### config.mk
export PLATFORM = sky130hd
export DESIGN_NAME = rps_switch
export DESIGN_NICKNAME = d
export VERILOG_FILES = /design/src/core/rps_switch.v
export VERILOG_INCLUDE_DIRS = /design/src /design/src/inc
export SDC_FILE = /design/constraint.sdc
export NUM_CORES = 1
export LEC_CHECK = 0
export ABC_AREA = 1
export BUFFER_PORTS_ARGS = -buffer_cell sky130_fd_sc_hd__buf_2
export CORE_AREA = 3 3 103 105
export CTS_CLUSTER_SIZE = 24
export DETAILED_ROUTE_END_ITERATION = 12
export DIE_AREA = 0 0 106 108
export MAX_ROUTING_LAYER = met4
export PLACE_DENSITY_LB_ADDON = 0.1
export SLEW_MARGIN = 40
export SYNTH_ARGS = -nofsm -noshare
export SYNTH_HDL_FRONTEND = slang
export SYNTH_SLANG_ARGS = --single-unit
### constraint.sdc
create_clock -name aclk -period 4.7 [get_ports aclk]
set_clock_uncertainty 0.1 [all_clocks]
set_input_delay 0.235 -clock aclk [delete_from_list [all_inputs] [get_ports aclk]]
set_output_delay 0.235 -clock aclk [all_outputs]
set_load 0.02 [all_outputs]
### src/inc/rps_map.vh
// Register map, field positions and timing counts of the ring port switch.
`ifndef RPS_MAP_VH
`define RPS_MAP_VH

// ==========================================================================
// Register byte offsets
`define RPS_CTRL_ADDR        4'h0
`define RPS_STATUS_ADDR      4'h4

// ==========================================================================
// Control register fields and reset value
`define RPS_CTRL_FWD_BIT     0
`define RPS_CTRL_RESET       32'h0000_0001

// ==========================================================================
// Status register fields
`define RPS_ST_MODE_LSB      0
`define RPS_ST_MODE_MSB      2
`define RPS_ST_LOCAL_BIT     4
`define RPS_ST_OFF_BIT       5
`define RPS_ST_DIL_LSB       8
`define RPS_ST_DIL_MSB       11
`define RPS_ST_REM_LSB       12
`define RPS_ST_REM_MSB       15

// ==========================================================================
// Mode codes: 0 is no switching mode, 1..4 follow the four selects
`define RPS_MODE_OFF         3'h0
`define RPS_MODE_W           3

// ==========================================================================
// AXI response codes
`define RPS_RESP_OKAY        2'h0
`define RPS_RESP_SLVERR      2'h2

// ==========================================================================
// Input smoothing time and clock rate
`define RPS_SMOOTH_US        5000
`define RPS_CLK_MHZ          20
`define RPS_SMOOTH_CYC       (`RPS_SMOOTH_US * `RPS_CLK_MHZ)

`endif

### src/core/rps_switch.v
// Control and routing logic of the four-port ring switch.
//
// The placing of the registers and the AXI4-Lite slave port were chosen for this implementation.
`timescale 1ns/1ns
// Function
// Four ports, each with one receive input and one transmit output.
// Any receive input drives at most one transmit output at a time.
// Routing pattern is chosen from local DIL switches or remote inputs.
// When both sources request a mode, local switches win.
// Five front-panel indicator outputs show the selected switch position; here three, led_position, carry it as a binary code.
// One indicator lights for local selection, one for no mode selected.
// Passive element: no address, only forwards along the selected paths.
// Remote side requests a mode by asserting one of four inputs.
// Selection inputs are synchronised and debounced before routes change.
`include "rps_map.vh"

module rps_switch #(
    parameter PORTS      = 4,
    parameter SMOOTH_CYC = `RPS_SMOOTH_CYC
)(
    // Clock and reset
    input  wire         aclk,
    input  wire         aresetn,
    // AXI4-Lite write address and data
    input  wire [3:0]   s_axi_awaddr,
    input  wire         s_axi_awvalid,
    output reg          s_axi_awready,
    input  wire [31:0]  s_axi_wdata,
    input  wire [3:0]   s_axi_wstrb,
    input  wire         s_axi_wvalid,
    output reg          s_axi_wready,
    // AXI4-Lite write response
    output reg  [1:0]   s_axi_bresp,
    output reg          s_axi_bvalid,
    input  wire         s_axi_bready,
    // AXI4-Lite read
    input  wire [3:0]   s_axi_araddr,
    input  wire         s_axi_arvalid,
    output reg          s_axi_arready,
    output reg  [31:0]  s_axi_rdata,
    output reg  [1:0]   s_axi_rresp,
    output reg          s_axi_rvalid,
    input  wire         s_axi_rready,
    // Mode selection: local DIL switches and remote binary inputs
    input  wire [3:0]   dil_mode_select,
    input  wire         port_one_mode_select,
    input  wire         port_two_mode_select,
    input  wire         port_three_mode_select,
    input  wire         port_four_mode_select,
    // Ring ports, electrical side of the optical modules
    input  wire [PORTS-1:0] ring_rx,
    output reg  [PORTS-1:0] ring_tx,
    // Front panel indicators
    output reg  [2:0]   led_position,
    output reg          led_local,
    output reg          led_off
);

    // ======================================================================
    // Helpers

    // Lowest-numbered active select wins; zero means no mode requested.
    function [`RPS_MODE_W-1:0] pick_mode;
        input [3:0] sel;
        begin
            if (sel[0])
                pick_mode = 3'h1;
            else if (sel[1])
                pick_mode = 3'h2;
            else if (sel[2])
                pick_mode = 3'h3;
            else if (sel[3])
                pick_mode = 3'h4;
            else
                pick_mode = `RPS_MODE_OFF;
        end
    endfunction

    // Source port feeding transmit port dst in a given mode. Every mode is
    // a permutation, so no receive input can fan out to two outputs.
    function [1:0] route_src;
        input [`RPS_MODE_W-1:0] mode;
        input [1:0]             dst;
        begin
            case (mode)
                3'h1:    route_src = {dst[1], ~dst[0]};
                3'h2:    route_src = {~dst[1], dst[0]};
                3'h3:    route_src = ~dst;
                3'h4:    route_src = dst + 2'h1;
                default: route_src = dst;
            endcase
        end
    endfunction

    // ======================================================================
    // Selection input conditioning

    wire [7:0] sel_raw = {port_four_mode_select, port_three_mode_select,
                          port_two_mode_select, port_one_mode_select,
                          dil_mode_select};

    reg  [7:0]  sync1_q;
    reg  [7:0]  sync2_q;
    reg  [7:0]  stable_q;
    reg  [7:0]  prev_q;
    reg  [31:0] dbnc_cnt_q;

    // Two flops then a hold timer; a glitch shorter than the hold time
    // never reaches the routing, at the cost of a slow mode change.
    // The timer restarts whenever the synchronised pattern moves, so a
    // value is only adopted once it has stood for the whole hold time.
    always @(posedge aclk)
    begin
        if (!aresetn)
        begin
            sync1_q    <= 8'h00;
            sync2_q    <= 8'h00;
            stable_q   <= 8'h00;
            prev_q     <= 8'h00;
            dbnc_cnt_q <= 32'h0000_0000;
        end
        else
        begin
            sync1_q <= sel_raw;
            sync2_q <= sync1_q;
            prev_q  <= sync2_q;
            if (sync2_q == stable_q || sync2_q != prev_q)
                dbnc_cnt_q <= 32'h0000_0000;
            else if (dbnc_cnt_q >= SMOOTH_CYC - 1)
            begin
                stable_q   <= sync2_q;
                dbnc_cnt_q <= 32'h0000_0000;
            end
            else
                dbnc_cnt_q <= dbnc_cnt_q + 32'h0000_0001;
        end
    end

    // ======================================================================
    // Mode decision

    wire [3:0] dil_q      = stable_q[3:0];
    wire [3:0] rem_q      = stable_q[7:4];
    wire       local_sel  = |dil_q;
    // Local switches override whatever the remote inputs ask for.
    wire [`RPS_MODE_W-1:0] mode_sel =
        local_sel ? pick_mode(dil_q) : pick_mode(rem_q);

    reg  [`RPS_MODE_W-1:0] mode_q;
    reg  [31:0]            ctrl_q;

    // ======================================================================
    // Routing matrix and indicators

    integer d;
    reg [PORTS-1:0] tx_d;
    // Pure forwarding: each output copies exactly one receive input, or all drive low while the forward bit is clear.
    always @*
    begin
        tx_d = {PORTS{1'b0}};
        for (d = 0; d < PORTS; d = d + 1)
            tx_d[d] = ring_rx[route_src(mode_q, d[1:0])];
        if (!ctrl_q[`RPS_CTRL_FWD_BIT])
            tx_d = {PORTS{1'b0}};
    end

    // Mode and panel state are registered so all outputs come from flops.
    always @(posedge aclk)
    begin
        if (!aresetn)
        begin
            mode_q       <= `RPS_MODE_OFF;
            ring_tx      <= {PORTS{1'b0}};
            led_position <= 3'h0;
            led_local    <= 1'b0;
            led_off      <= 1'b1;
        end
        else
        begin
            mode_q       <= mode_sel;
            ring_tx      <= tx_d;
            led_position <= mode_q;
            led_local    <= local_sel;
            led_off      <= (mode_sel == `RPS_MODE_OFF);
        end
    end

    // ======================================================================
    // AXI4-Lite slave

    wire [31:0] status_w = {16'h0000, rem_q, dil_q, 2'b00,
                            led_off, led_local, 1'b0, mode_q};

    reg  [3:0]  awaddr_q;
    reg  [31:0] wdata_q;
    reg  [3:0]  wstrb_q;
    integer     b;

    // Address and data are taken independently; once both are held, the
    // write and the response happen together on the following cycle.
    always @(posedge aclk)
    begin
        if (!aresetn)
        begin
            s_axi_awready <= 1'b1;
            s_axi_wready  <= 1'b1;
            s_axi_bvalid  <= 1'b0;
            s_axi_bresp   <= `RPS_RESP_OKAY;
            awaddr_q      <= 4'h0;
            wdata_q       <= 32'h0000_0000;
            wstrb_q       <= 4'h0;
            ctrl_q        <= `RPS_CTRL_RESET;
        end
        else
        begin
            if (s_axi_awvalid && s_axi_awready)
            begin
                awaddr_q      <= s_axi_awaddr;
                s_axi_awready <= 1'b0;
            end
            if (s_axi_wvalid && s_axi_wready)
            begin
                wdata_q      <= s_axi_wdata;
                wstrb_q      <= s_axi_wstrb;
                s_axi_wready <= 1'b0;
            end
            if (!s_axi_awready && !s_axi_wready && !s_axi_bvalid)
            begin
                s_axi_bvalid <= 1'b1;
                if ({awaddr_q[3:2], 2'b00} == `RPS_CTRL_ADDR)
                begin
                    s_axi_bresp <= `RPS_RESP_OKAY;
                    for (b = 0; b < 4; b = b + 1)
                        if (wstrb_q[b])
                            ctrl_q[b*8 +: 8] <= wdata_q[b*8 +: 8];
                end
                else if ({awaddr_q[3:2], 2'b00} == `RPS_STATUS_ADDR)
                    s_axi_bresp <= `RPS_RESP_OKAY;      // Read-only, ignored.
                else
                    s_axi_bresp <= `RPS_RESP_SLVERR;
            end
            if (s_axi_bvalid && s_axi_bready)
            begin
                s_axi_bvalid  <= 1'b0;
                s_axi_awready <= 1'b1;
                s_axi_wready  <= 1'b1;
            end
        end
    end

    // Reads answer one cycle after the address is taken.
    always @(posedge aclk)
    begin
        if (!aresetn)
        begin
            s_axi_arready <= 1'b1;
            s_axi_rvalid  <= 1'b0;
            s_axi_rdata   <= 32'h0000_0000;
            s_axi_rresp   <= `RPS_RESP_OKAY;
        end
        else if (s_axi_arvalid && s_axi_arready)
        begin
            s_axi_arready <= 1'b0;
            s_axi_rvalid  <= 1'b1;
            s_axi_rresp   <= `RPS_RESP_OKAY;
            case ({s_axi_araddr[3:2], 2'b00})
                `RPS_CTRL_ADDR:   s_axi_rdata <= ctrl_q & 32'h0000_0001;
                `RPS_STATUS_ADDR: s_axi_rdata <= status_w;
                default:
                begin
                    s_axi_rdata <= 32'h0000_0000;
                    s_axi_rresp <= `RPS_RESP_SLVERR;
                end
            endcase
        end
        else if (s_axi_rvalid && s_axi_rready)
        begin
            s_axi_rvalid  <= 1'b0;
            s_axi_arready <= 1'b1;
        end
    end

endmodule

==> reports/qor.yml, run 1 <==
yosysWarningCount: 0
drt-vias-per-instance: 4.15
dp_slack_ps: 2810
initial_core_util_pct: 42.0
grt_use_total_pct: 13.1
drt_pass1_iterations: 4
path_depth: 10
drive_above_1_share_pct: 15.9
grt_pass1_wl_um: 11900
regArea_sq_mm: 0.00202
fin_crit_sh_pct: 40.5
rows: 36
ys.flop_type: "dfxtp_1"
setup.worst_path.start_class: "register"
synth_edf_count: 0
postRouteAntennaNets: 0
detail_route.iter0.violations: 121
powerDensity_mw_per_mm2: 368
wl_um: 6830
pin_count: 113
synth-seq-cells: 101
h-tree-depth: 3
fin_hold_ws_ps: 35.1
fin_nets: 665
die_h_um: 108
synthCells: 523
clockBufferDepth: 2
drcViolationCount: 0
grt_pass1_vias: 2793
final.fill_count: 960
area_delta_synth_final_pct: 15.7
ys_async_sr_fraction_pct: 0
dr_total_vias: 3063
clk_latency_ps: 350
rsz0062_at_grt: "no"
setup_violations: 0
syn_area_sq_mm: 0.00409
run_status: "finished, final reports clean"
multi_input_area_sq_mm: 0.00170
worst-path-buf-inv: 2
die_w_um: 106
path_common_cell: "nand2_1"
crit_path_end_kind: "register"
clk_root_buffer_cell: "clkbuf_8"
worstHoldPathCells: 3
dp.cells: 715
grt_max_degree: 45
grt_overflow: 0
max_freq_mhz: 525
antenna_found_initial: 0
critical_path_class: "reg2reg"
diodes: 0
slowest_delay_ps: 410
max-cap-violations: 0
path_delay_family: "simple AND/OR/NAND/NOR gates"
ir_drop_mv: 0.154
routedWlPerCell_um: 9.25
clkTransAtPathRegs_ps: 90
synth_cell_type_count: 38
layout_min_cycle_time_ps: 1910
cts_tree: "built"
critical_path_arrival_ps: 2030
worst_slew_pin_slew_ps: 632
hpwl_um: 5100
cts_buffers: 9
clock_sinks: 101
hp-class: "in2reg"
cp_slowest_cell: "dfxtp_1"
place.gp.congestion: 0.836
final_cells: 738
core_sq_mm: 0.00973
final_common_cell: "nand2_1"
dieArea_sq_mm: 0.0114
cp_max_fo: 12
avgSynthCellArea_sq_um: 7.81
hold_viol: 0
setup_tns_ps: 0
setup_slack_ps: 2790
crit_chain: "ha_1 > nand2_1 > inv_1 > nand2_2 > nand2_1 > nand3_1 > nand3_4 > nor2_8 > inv_4 > nor2_1"
layout_common_cells: "140 x nand2_1, 101 x dfxtp_1, 70 x inv_1"
rr_worst_depth: 10
synth.yosys.seq_area_share_pct: 49.5
p_leak_nw: 2.26
io_buffers: 53
cts_setup_buffers: 0
slew_violations: 0
slew_headroom_pct: 57.8
cp.required_ps: 4830
## cell type report
class / count / area share [%]
Inverter: 75 / 6.01
Tap cell: 133 / 3.52
Sequential cell: 101 / 42.8
Clock buffer: 10 / 2.91
Multi-Input combinational cell: 352 / 36.0
Clock inverter: 5 / 1.27
Timing Repair Buffer: 62 / 7.47
## timing repair
item,CTS,global route
resized for setup,0,0
hold buffers,8,0
endpoints found under the hold margin,8,0
endpoints found under the setup margin,0,0
## routing by layer
metal | up-vias | global-route usage, % | wire length [um]
met2 | 51 | 20.3 | 3020
met4 | 0 | 5.55 | 123
met3 | 10 | 2.99 | 265
met5 | - | - | 0
met1 | 1304 | 16.6 | 3430
li1 | 1698 | - | -
## worst paths after layout
check	endpoint	from	slack [ps]
hold reg to reg	sync2_q[4]$_SDFF_PN0_	sync1_q[4]$_SDFF_PN0_	320
setup / recovery	dbnc_cnt_q[14]$_SDFF_PP0_	dbnc_cnt_q[0]$_SDFF_PP0_	2790
hold / removal	wstrb_q[0]$_SDFFE_PN0P_	s_axi_wstrb[0]	40
setup reg to reg	dbnc_cnt_q[14]$_SDFF_PP0_	dbnc_cnt_q[0]$_SDFF_PP0_	2790
## kinds of logic (layout without fill, tap and decap cells)
group	Yosys count	count (layout)	share of synthesized area, %
AO/OA/AOI/OAI	51	51	7.11
XOR/XNOR	13	13	2.79
adder cells (fa/ha/maj)	1	1	0.306
buffers and inverters	105	152	12.0
flip-flops	101	101	49.5
multiplexers	1	1	0.276
other	1	36	0.0918
AND/OR/NAND/NOR	250	250	27.9
## through the flow
stage | total power (W) | util [%] | cell area, sq um
after floorplan | 0.00116 | - | 4220
after global placement | 0.00121 | 45.7 | 4450
after detailed placement | 0.00122 | 45.7 | 4450
after CTS | 0.00177 | 48.6 | 4730
after global routing | 0.00184 | 48.6 | 4730
final | 0.00174 | 48.6 | 4730
## synthesized netlist by cell type (2+ instances only)
library cell	instances	area [sq um]
xor2_1	6	52.6
nor2_1	59	221
buf_4	21	158
clkbuf_1	8	30.0
inv_2	3	11.3
a31oi_1	2	12.5
nand4_1	2	12.5
nand3_1	20	100
o21bai_1	3	22.5
inv_1	70	263
a21oi_1	25	125
dfxtp_1	101	2020
nor2_4	11	124
o21ai_0	15	75.1
nor2_2	2	12.5
o21a_1	2	15.0
xnor2_1	7	61.3
nand2_2	2	12.5
nor4_1	2	12.5
nor3_1	5	25.0
nand2_1	140	526
## state kept, by name, summed over array words and instances, names as in the netlist
| name | flops |
|---|---|
| s_axi_rvalid | 1 |
| sync2_q | 8 |
| led_local | 1 |
| led_off | 1 |
| led_position | 3 |
| mode_q | 3 |
| s_axi_awready | 1 |
| prev_q | 8 |
| wdata_q | 1 |
| dbnc_cnt_q | 32 |
| s_axi_arready | 1 |
| s_axi_rresp | 1 |
| awaddr_q | 2 |
| s_axi_bvalid | 1 |
| ring_tx | 4 |
| stable_q | 8 |
| wstrb_q | 1 |
| s_axi_bresp | 1 |
| ctrl_q | 1 |
| s_axi_rdata | 13 |
| s_axi_wready | 1 |
| sync1_q | 8 |
## power breakdown
group	internal, W	switching (W)	total (W)
sequential	0.000912	0.0000383	0.000950
clock	0.000260	0.000281	0.000541
combinational	0.0000886	0.000160	0.000249
total	0.00126	0.000479	0.00174
## worst register-to-register path, delay by kind of cell, from the launching register on
family | cells | cell delay, ps
buffers and inverters | 2 | 340
and+or+nand+nor | 7 | 740
DFF | 1 | 410
adders and majority gates | 1 | 200
(Power assumes the default switching activity.)
==> run 2, diff against run 1 <==
==> constraint.sdc (replaced) <==
create_clock -name aclk -period 1.8 [get_ports aclk]
set_clock_uncertainty 0.1 [all_clocks]
set_input_delay 0.09 -clock aclk [delete_from_list [all_inputs] [get_ports aclk]]
set_output_delay 0.09 -clock aclk [all_outputs]
set_load 0.02 [all_outputs]
==> run 2 against run 1 <==
  * Flip-flop and latch count did not move
  * Power rose to 2.7 times the previous value
  * Count of clock-buffer cells in the layout down 1
  * Register-to-register slack got worse by 2600 ps
  * Highest routed layer unchanged
  * Clock power rose to 2.7 times the previous value
  * Design area is 5.9% higher
  * Worst hold slack got worse by 9.2 ps
  * Die area is the same
  * Via count up 4.2%
  * Sequential power rose to 2.6 times the previous value
  * Largest cell class unchanged
  * Worst setup slack lost 2600 ps
  * Sequential share of layout area down 2.3 points
==> reports/qor.yml, run 2 (synthesis results as in run 1) <==
run_status: "finished, final reports clean"
critical_path_arrival_ps: 1790
met2_usage_pct: 24.5
fin_nets: 688
clock_sinks: 101
routedWlPerCell_um: 9.63
final_util_pct: 51.4
cp_slowest_cell: "dlygate4sd3_1"
rsz0062_at_grt: "no"
reg_top3: "dbnc_cnt_q (32), s_axi_rdata (13)"
hp-class: "in2reg"
max_freq_mhz: 611
cts_buffers: 9
grt_pass1_wl_um: 13200
die_w_um: 106
setup_violations: 0
final_common_cell: "nand2_1"
initial_core_util_pct: 42.0
rows: 36
area_delta_synth_final_pct: 22.5
p_leak_nw: 2.39
crit_path_end_kind: "register"
hpwl_um: 5230
clkTransAtPathRegs_ps: 100
diodes: 0
layout_common_cells: "139 x nand2_1, 96 x dfxtp_1, 69 x inv_1"
largest_reg_flops: 32
layout_min_cycle_time_ps: 1640
grt_overflow: 0
drive_above_1_share_pct: 18.3
clk_latency_ps: 360
pin_count: 113
grt_max_degree: 35
grt_use_met3_pct: 4.24
grt_pass1_vias: 3082
clk_root_buffer_cell: "clkbuf_8"
max-cap-violations: 0
clockBufferDepth: 2
busiest_layer: "met2"
cp_max_fo: 11
drcViolationCount: 0
die_h_um: 108
fin_crit_sh_pct: 90.9
setup_tns_ps: 0
cts_setup_buffers: 0
io_buffers: 53
drt_pass1_iterations: 4
drt-vias-per-instance: 4.19
hold_viol: 0
core_sq_mm: 0.00973
cts_tree: "built"
grt_use_total_pct: 14.5
detail_route.iter0.violations: 91
critical_path_class: "in2reg"
slowest_delay_ps: 550
place.gp.congestion: 0.842
dieArea_sq_mm: 0.0114
regMostFlops: "dbnc_cnt_q"
slew_violations: 0
setup.worst_path.start_class: "input port"
grt_use_met1_pct: 17.0
powerDensity_mw_per_mm2: 925
postRouteAntennaNets: 0
wl_um: 7340
path_common_cell: "dlygate4sd3_1"
ir_drop_mv: 0.432
h-tree-depth: 3
dr_total_vias: 3193
antenna_found_initial: 0
crit_chain: "dlygate4sd3_1 > clkbuf_4 > inv_1 > a21oi_2 > nand2_1 > dlygate4sd3_1"
cp.required_ps: 1950
## run 2: final timing paths
kind	from	end	slack (ps)	cells past startpoint
worst min-delay path	ring_rx[0]	ring_tx[3]$_SDFF_PN0_	30	5
worst max-delay path	aresetn	s_axi_wready$_SDFFE_PP1P_	160	6
worst max register to register	dbnc_cnt_q[0]$_SDFF_PP0_	dbnc_cnt_q[13]$_SDFF_PP0_	180	10
worst min register to register	sync1_q[4]$_SDFF_PN0_	sync2_q[4]$_SDFF_PN0_	310	2
## run 2: power by group
| group | leakage [nW] | internal [W] | total [W] | switching, W |
|---|---|---|---|---|
| registers | 0.832 | 0.00238 | 0.00248 | 0.000101 |
| clock network | 0.106 | 0.000665 | 0.00146 | 0.000791 |
| logic | 1.45 | 0.000259 | 0.000691 | 0.000432 |
## run 2: final cells by class
cell class / count / area, sq um
Tap cell: 133 / 166
Multi-Input combinational cell: 352 / 1740
Inverter: 75 / 287
Sequential cell: 101 / 2030
Timing Repair Buffer: 85 / 581
Clock buffer: 9 / 124
Fill cell: 965 / 4720
Clock inverter: 7 / 81.3
## run 2: per-layer routing
metal	wire (um)	part of all wire, %
met3	312	4.3
met5	0	0
met4	73	0.99
met1	3500	48
met2	3460	47
## run 2: stage by stage
stage / total power, W / setup slack, ps / cells / hold WS, ps / cell area [sq um]
final: 0.00463 / 164 / 762 / 25.9 / 5000
after global routing: 0.00493 / 0.691 / 762 / 56.4 / 5000
after CTS: 0.00470 / 9.98 / 762 / 6.54 / 4960
after detailed placement: 0.00319 / 39.6 / 722 / 176 / 4510
after global placement: 0.00317 / 69.0 / 722 / 169 / 4510
after floorplan: 0.00303 / 147 / 558 / 87.6 / 4220
## run 2: worst max-delay path, delay by kind of cell
| kind | cells | cell delay, ps |
|---|---|---|
| buf+inv | 4 | 1450 |
| simple gates | 1 | 70 |
| compound gates | 1 | 170 |
## run 2: what timing repair did
action | in CTS | in global routing
hold buffers | 24 | 0
setup endpoints to repair | 0 | 23
resized for setup | 0 | 15
endpoints found under the hold margin | 25 | 0
==> run 3, diff against run 2 <==
--- a/config.mk
+++ b/config.mk
@@ -13,7 +13,7 @@
 export DETAILED_ROUTE_END_ITERATION = 12
 export DIE_AREA = 0 0 106 108
 export MAX_ROUTING_LAYER = met4
-export PLACE_DENSITY_LB_ADDON = 0.1
+export PLACE_DENSITY = 0.65
 export SLEW_MARGIN = 40
 export SYNTH_ARGS = -nofsm -noshare
 export SYNTH_HDL_FRONTEND = slang
==> constraint.sdc (replaced) <==
create_clock -name aclk -period 1.8 [get_ports aclk]
set_clock_uncertainty 0.1 [all_clocks]
set_input_delay 0.18 -clock aclk [delete_from_list [all_inputs] [get_ports aclk]]
set_output_delay 0.18 -clock aclk [all_outputs]
set_load 0.02 [all_outputs]
==> run 3 against run 2 <==
  * Flip-flop and latch count stayed put
  * Power is 5.6% lower
  * Clock power decreased by 17%
  * Design area is 3.2% lower
  * Largest power group unchanged
  * Highest routed layer unchanged
==> reports/qor.yml, run 3 (synthesis results as in run 1) <==
h-tree-depth: 3
cts_buffers: 9
die_h_um: 108
detail_route.iter0.violations: 166
routedWlPerCell_um: 9.36
clk_root_buffer_cell: "clkbuf_8"
fin_crit_sh_pct: 89.9
diodes: 0
grt_overflow: 0
path_delay_family: "simple AND/OR/NAND/NOR gates"
crit_chain: "ha_2 > nand2_1 > inv_1 > nand2_2 > nand2_1 > nand3_2 > nand3_4 > nor2_8 > inv_6 > nor2_1"
grt_max_degree: 23
setup.worst_path.start_class: "register"
drcViolationCount: 0
run_status: "finished, final reports clean"
cp_max_fo: 12
ir_drop_mv: 0.419
postRouteAntennaNets: 0
cts_tree: "built"
path_common_cell: "nand2_1"
clkTransAtPathRegs_ps: 90
final_util_pct: 49.8
largest_reg_flops: 32
drt-vias-per-instance: 4.25
area_delta_synth_final_pct: 18.6
clk_latency_ps: 350
critical_path_class: "reg2reg"
p_leak_nw: 2.32
rsz0062_at_grt: "no"
setup_tns_ps: 0
final_common_cell: "nand2_1"
powerDensity_mw_per_mm2: 902
drive_above_1_share_pct: 17.8
regMostFlops: "dbnc_cnt_q"
core_sq_mm: 0.00973
slew_violations: 0
pin_count: 113
antenna_found_initial: 0
crit_path_end_kind: "register"
grt_pass1_wl_um: 12200
hold_viol: 0
layout_min_cycle_time_ps: 1620
dr_total_vias: 3195
clockBufferDepth: 2
slowest_delay_ps: 350
drt_pass1_iterations: 4
setup_violations: 0
max-cap-violations: 0
hpwl_um: 5240
reg_top3: "dbnc_cnt_q (32), s_axi_rdata (13)"
critical_path_arrival_ps: 1760
cp.required_ps: 1940
dieArea_sq_mm: 0.0114
initial_core_util_pct: 42.0
fin_nets: 680
rows: 36
worst-path-buf-inv: 2
io_buffers: 53
place.gp.congestion: 0.787
grt_pass1_vias: 2886
max_freq_mhz: 618
layout_common_cells: "140 x nand2_1, 96 x dfxtp_1, 69 x inv_1"
wl_um: 7040
grt_use_total_pct: 13.2
die_w_um: 106
clock_sinks: 101
cp_slowest_cell: "dfxtp_1"
hp-class: "in2reg"
==> run 3: power breakdown <==
part	total, W	leakage (nW)	internal (W)	switching [W]
Clock	0.00121	0.0719	0.000494	0.000716
Sequential	0.00248	0.832	0.00238	0.0000963
Combinational	0.000680	1.41	0.000252	0.000428
==> run 3: stage by stage <==
stage	setup slack, ps	area (sq um)	hold slack, ps	instances	total power, W
global route	21.8	4840	15.0	752	0.00464
finish	182	4840	18.7	752	0.00437
global placement	128	4500	265	722	0.00317
floorplan	147	4220	178	558	0.00303
detailed placement	74.6	4500	264	722	0.00318
CTS	65.4	4810	4.94	751	0.00443
==> run 3: worst paths after layout <==
kind | from | end | cells after the start | slack [ps]
worst max-delay path | dbnc_cnt_q[0]$_SDFF_PP0_ | dbnc_cnt_q[14]$_SDFF_PP0_ | 10 | 180
worst min-delay path | s_axi_wdata[0] | wdata_q[0]$_SDFFE_PN0P_ | 3 | 20
worst max register to register | dbnc_cnt_q[0]$_SDFF_PP0_ | dbnc_cnt_q[14]$_SDFF_PP0_ | 10 | 180
worst min register to register | sync1_q[4]$_SDFF_PN0_ | sync2_q[4]$_SDFF_PN0_ | 2 | 310
==> run 3: tightest hold or removal path, cell delays in order <==
cell	delay [ps]
buf_2	70
o21ai_0	70
a21oi_1	110
==> run 3: cell type report <==
class | count | area (sq um)
tap | 133 | 166
clock inverter | 3 | 23.8
timing repair buffer | 77 | 487
sequential | 101 | 2030
fill | 976 | 4880
clock buffer | 11 | 131
inverter | 75 | 287
multi-input combinational | 352 | 1720
==> run 3: timing repair <==
action | in CTS | in global routing
setup buffers | 0 | 1
setup endpoints to repair | 0 | 21
hold buffers | 15 | 0
gates resized for setup | 0 | 12
hold endpoints to repair | 14 | 0
==> run 3: layer usage <==
layer	up-vias	GRT usage, %	share of wire (%)
met2	70	21.4	47
met1	1391	16.5	46
met5	-	-	0
met4	0	5.00	1.4
met3	10	2.69	4.9
li1	1724	-	-
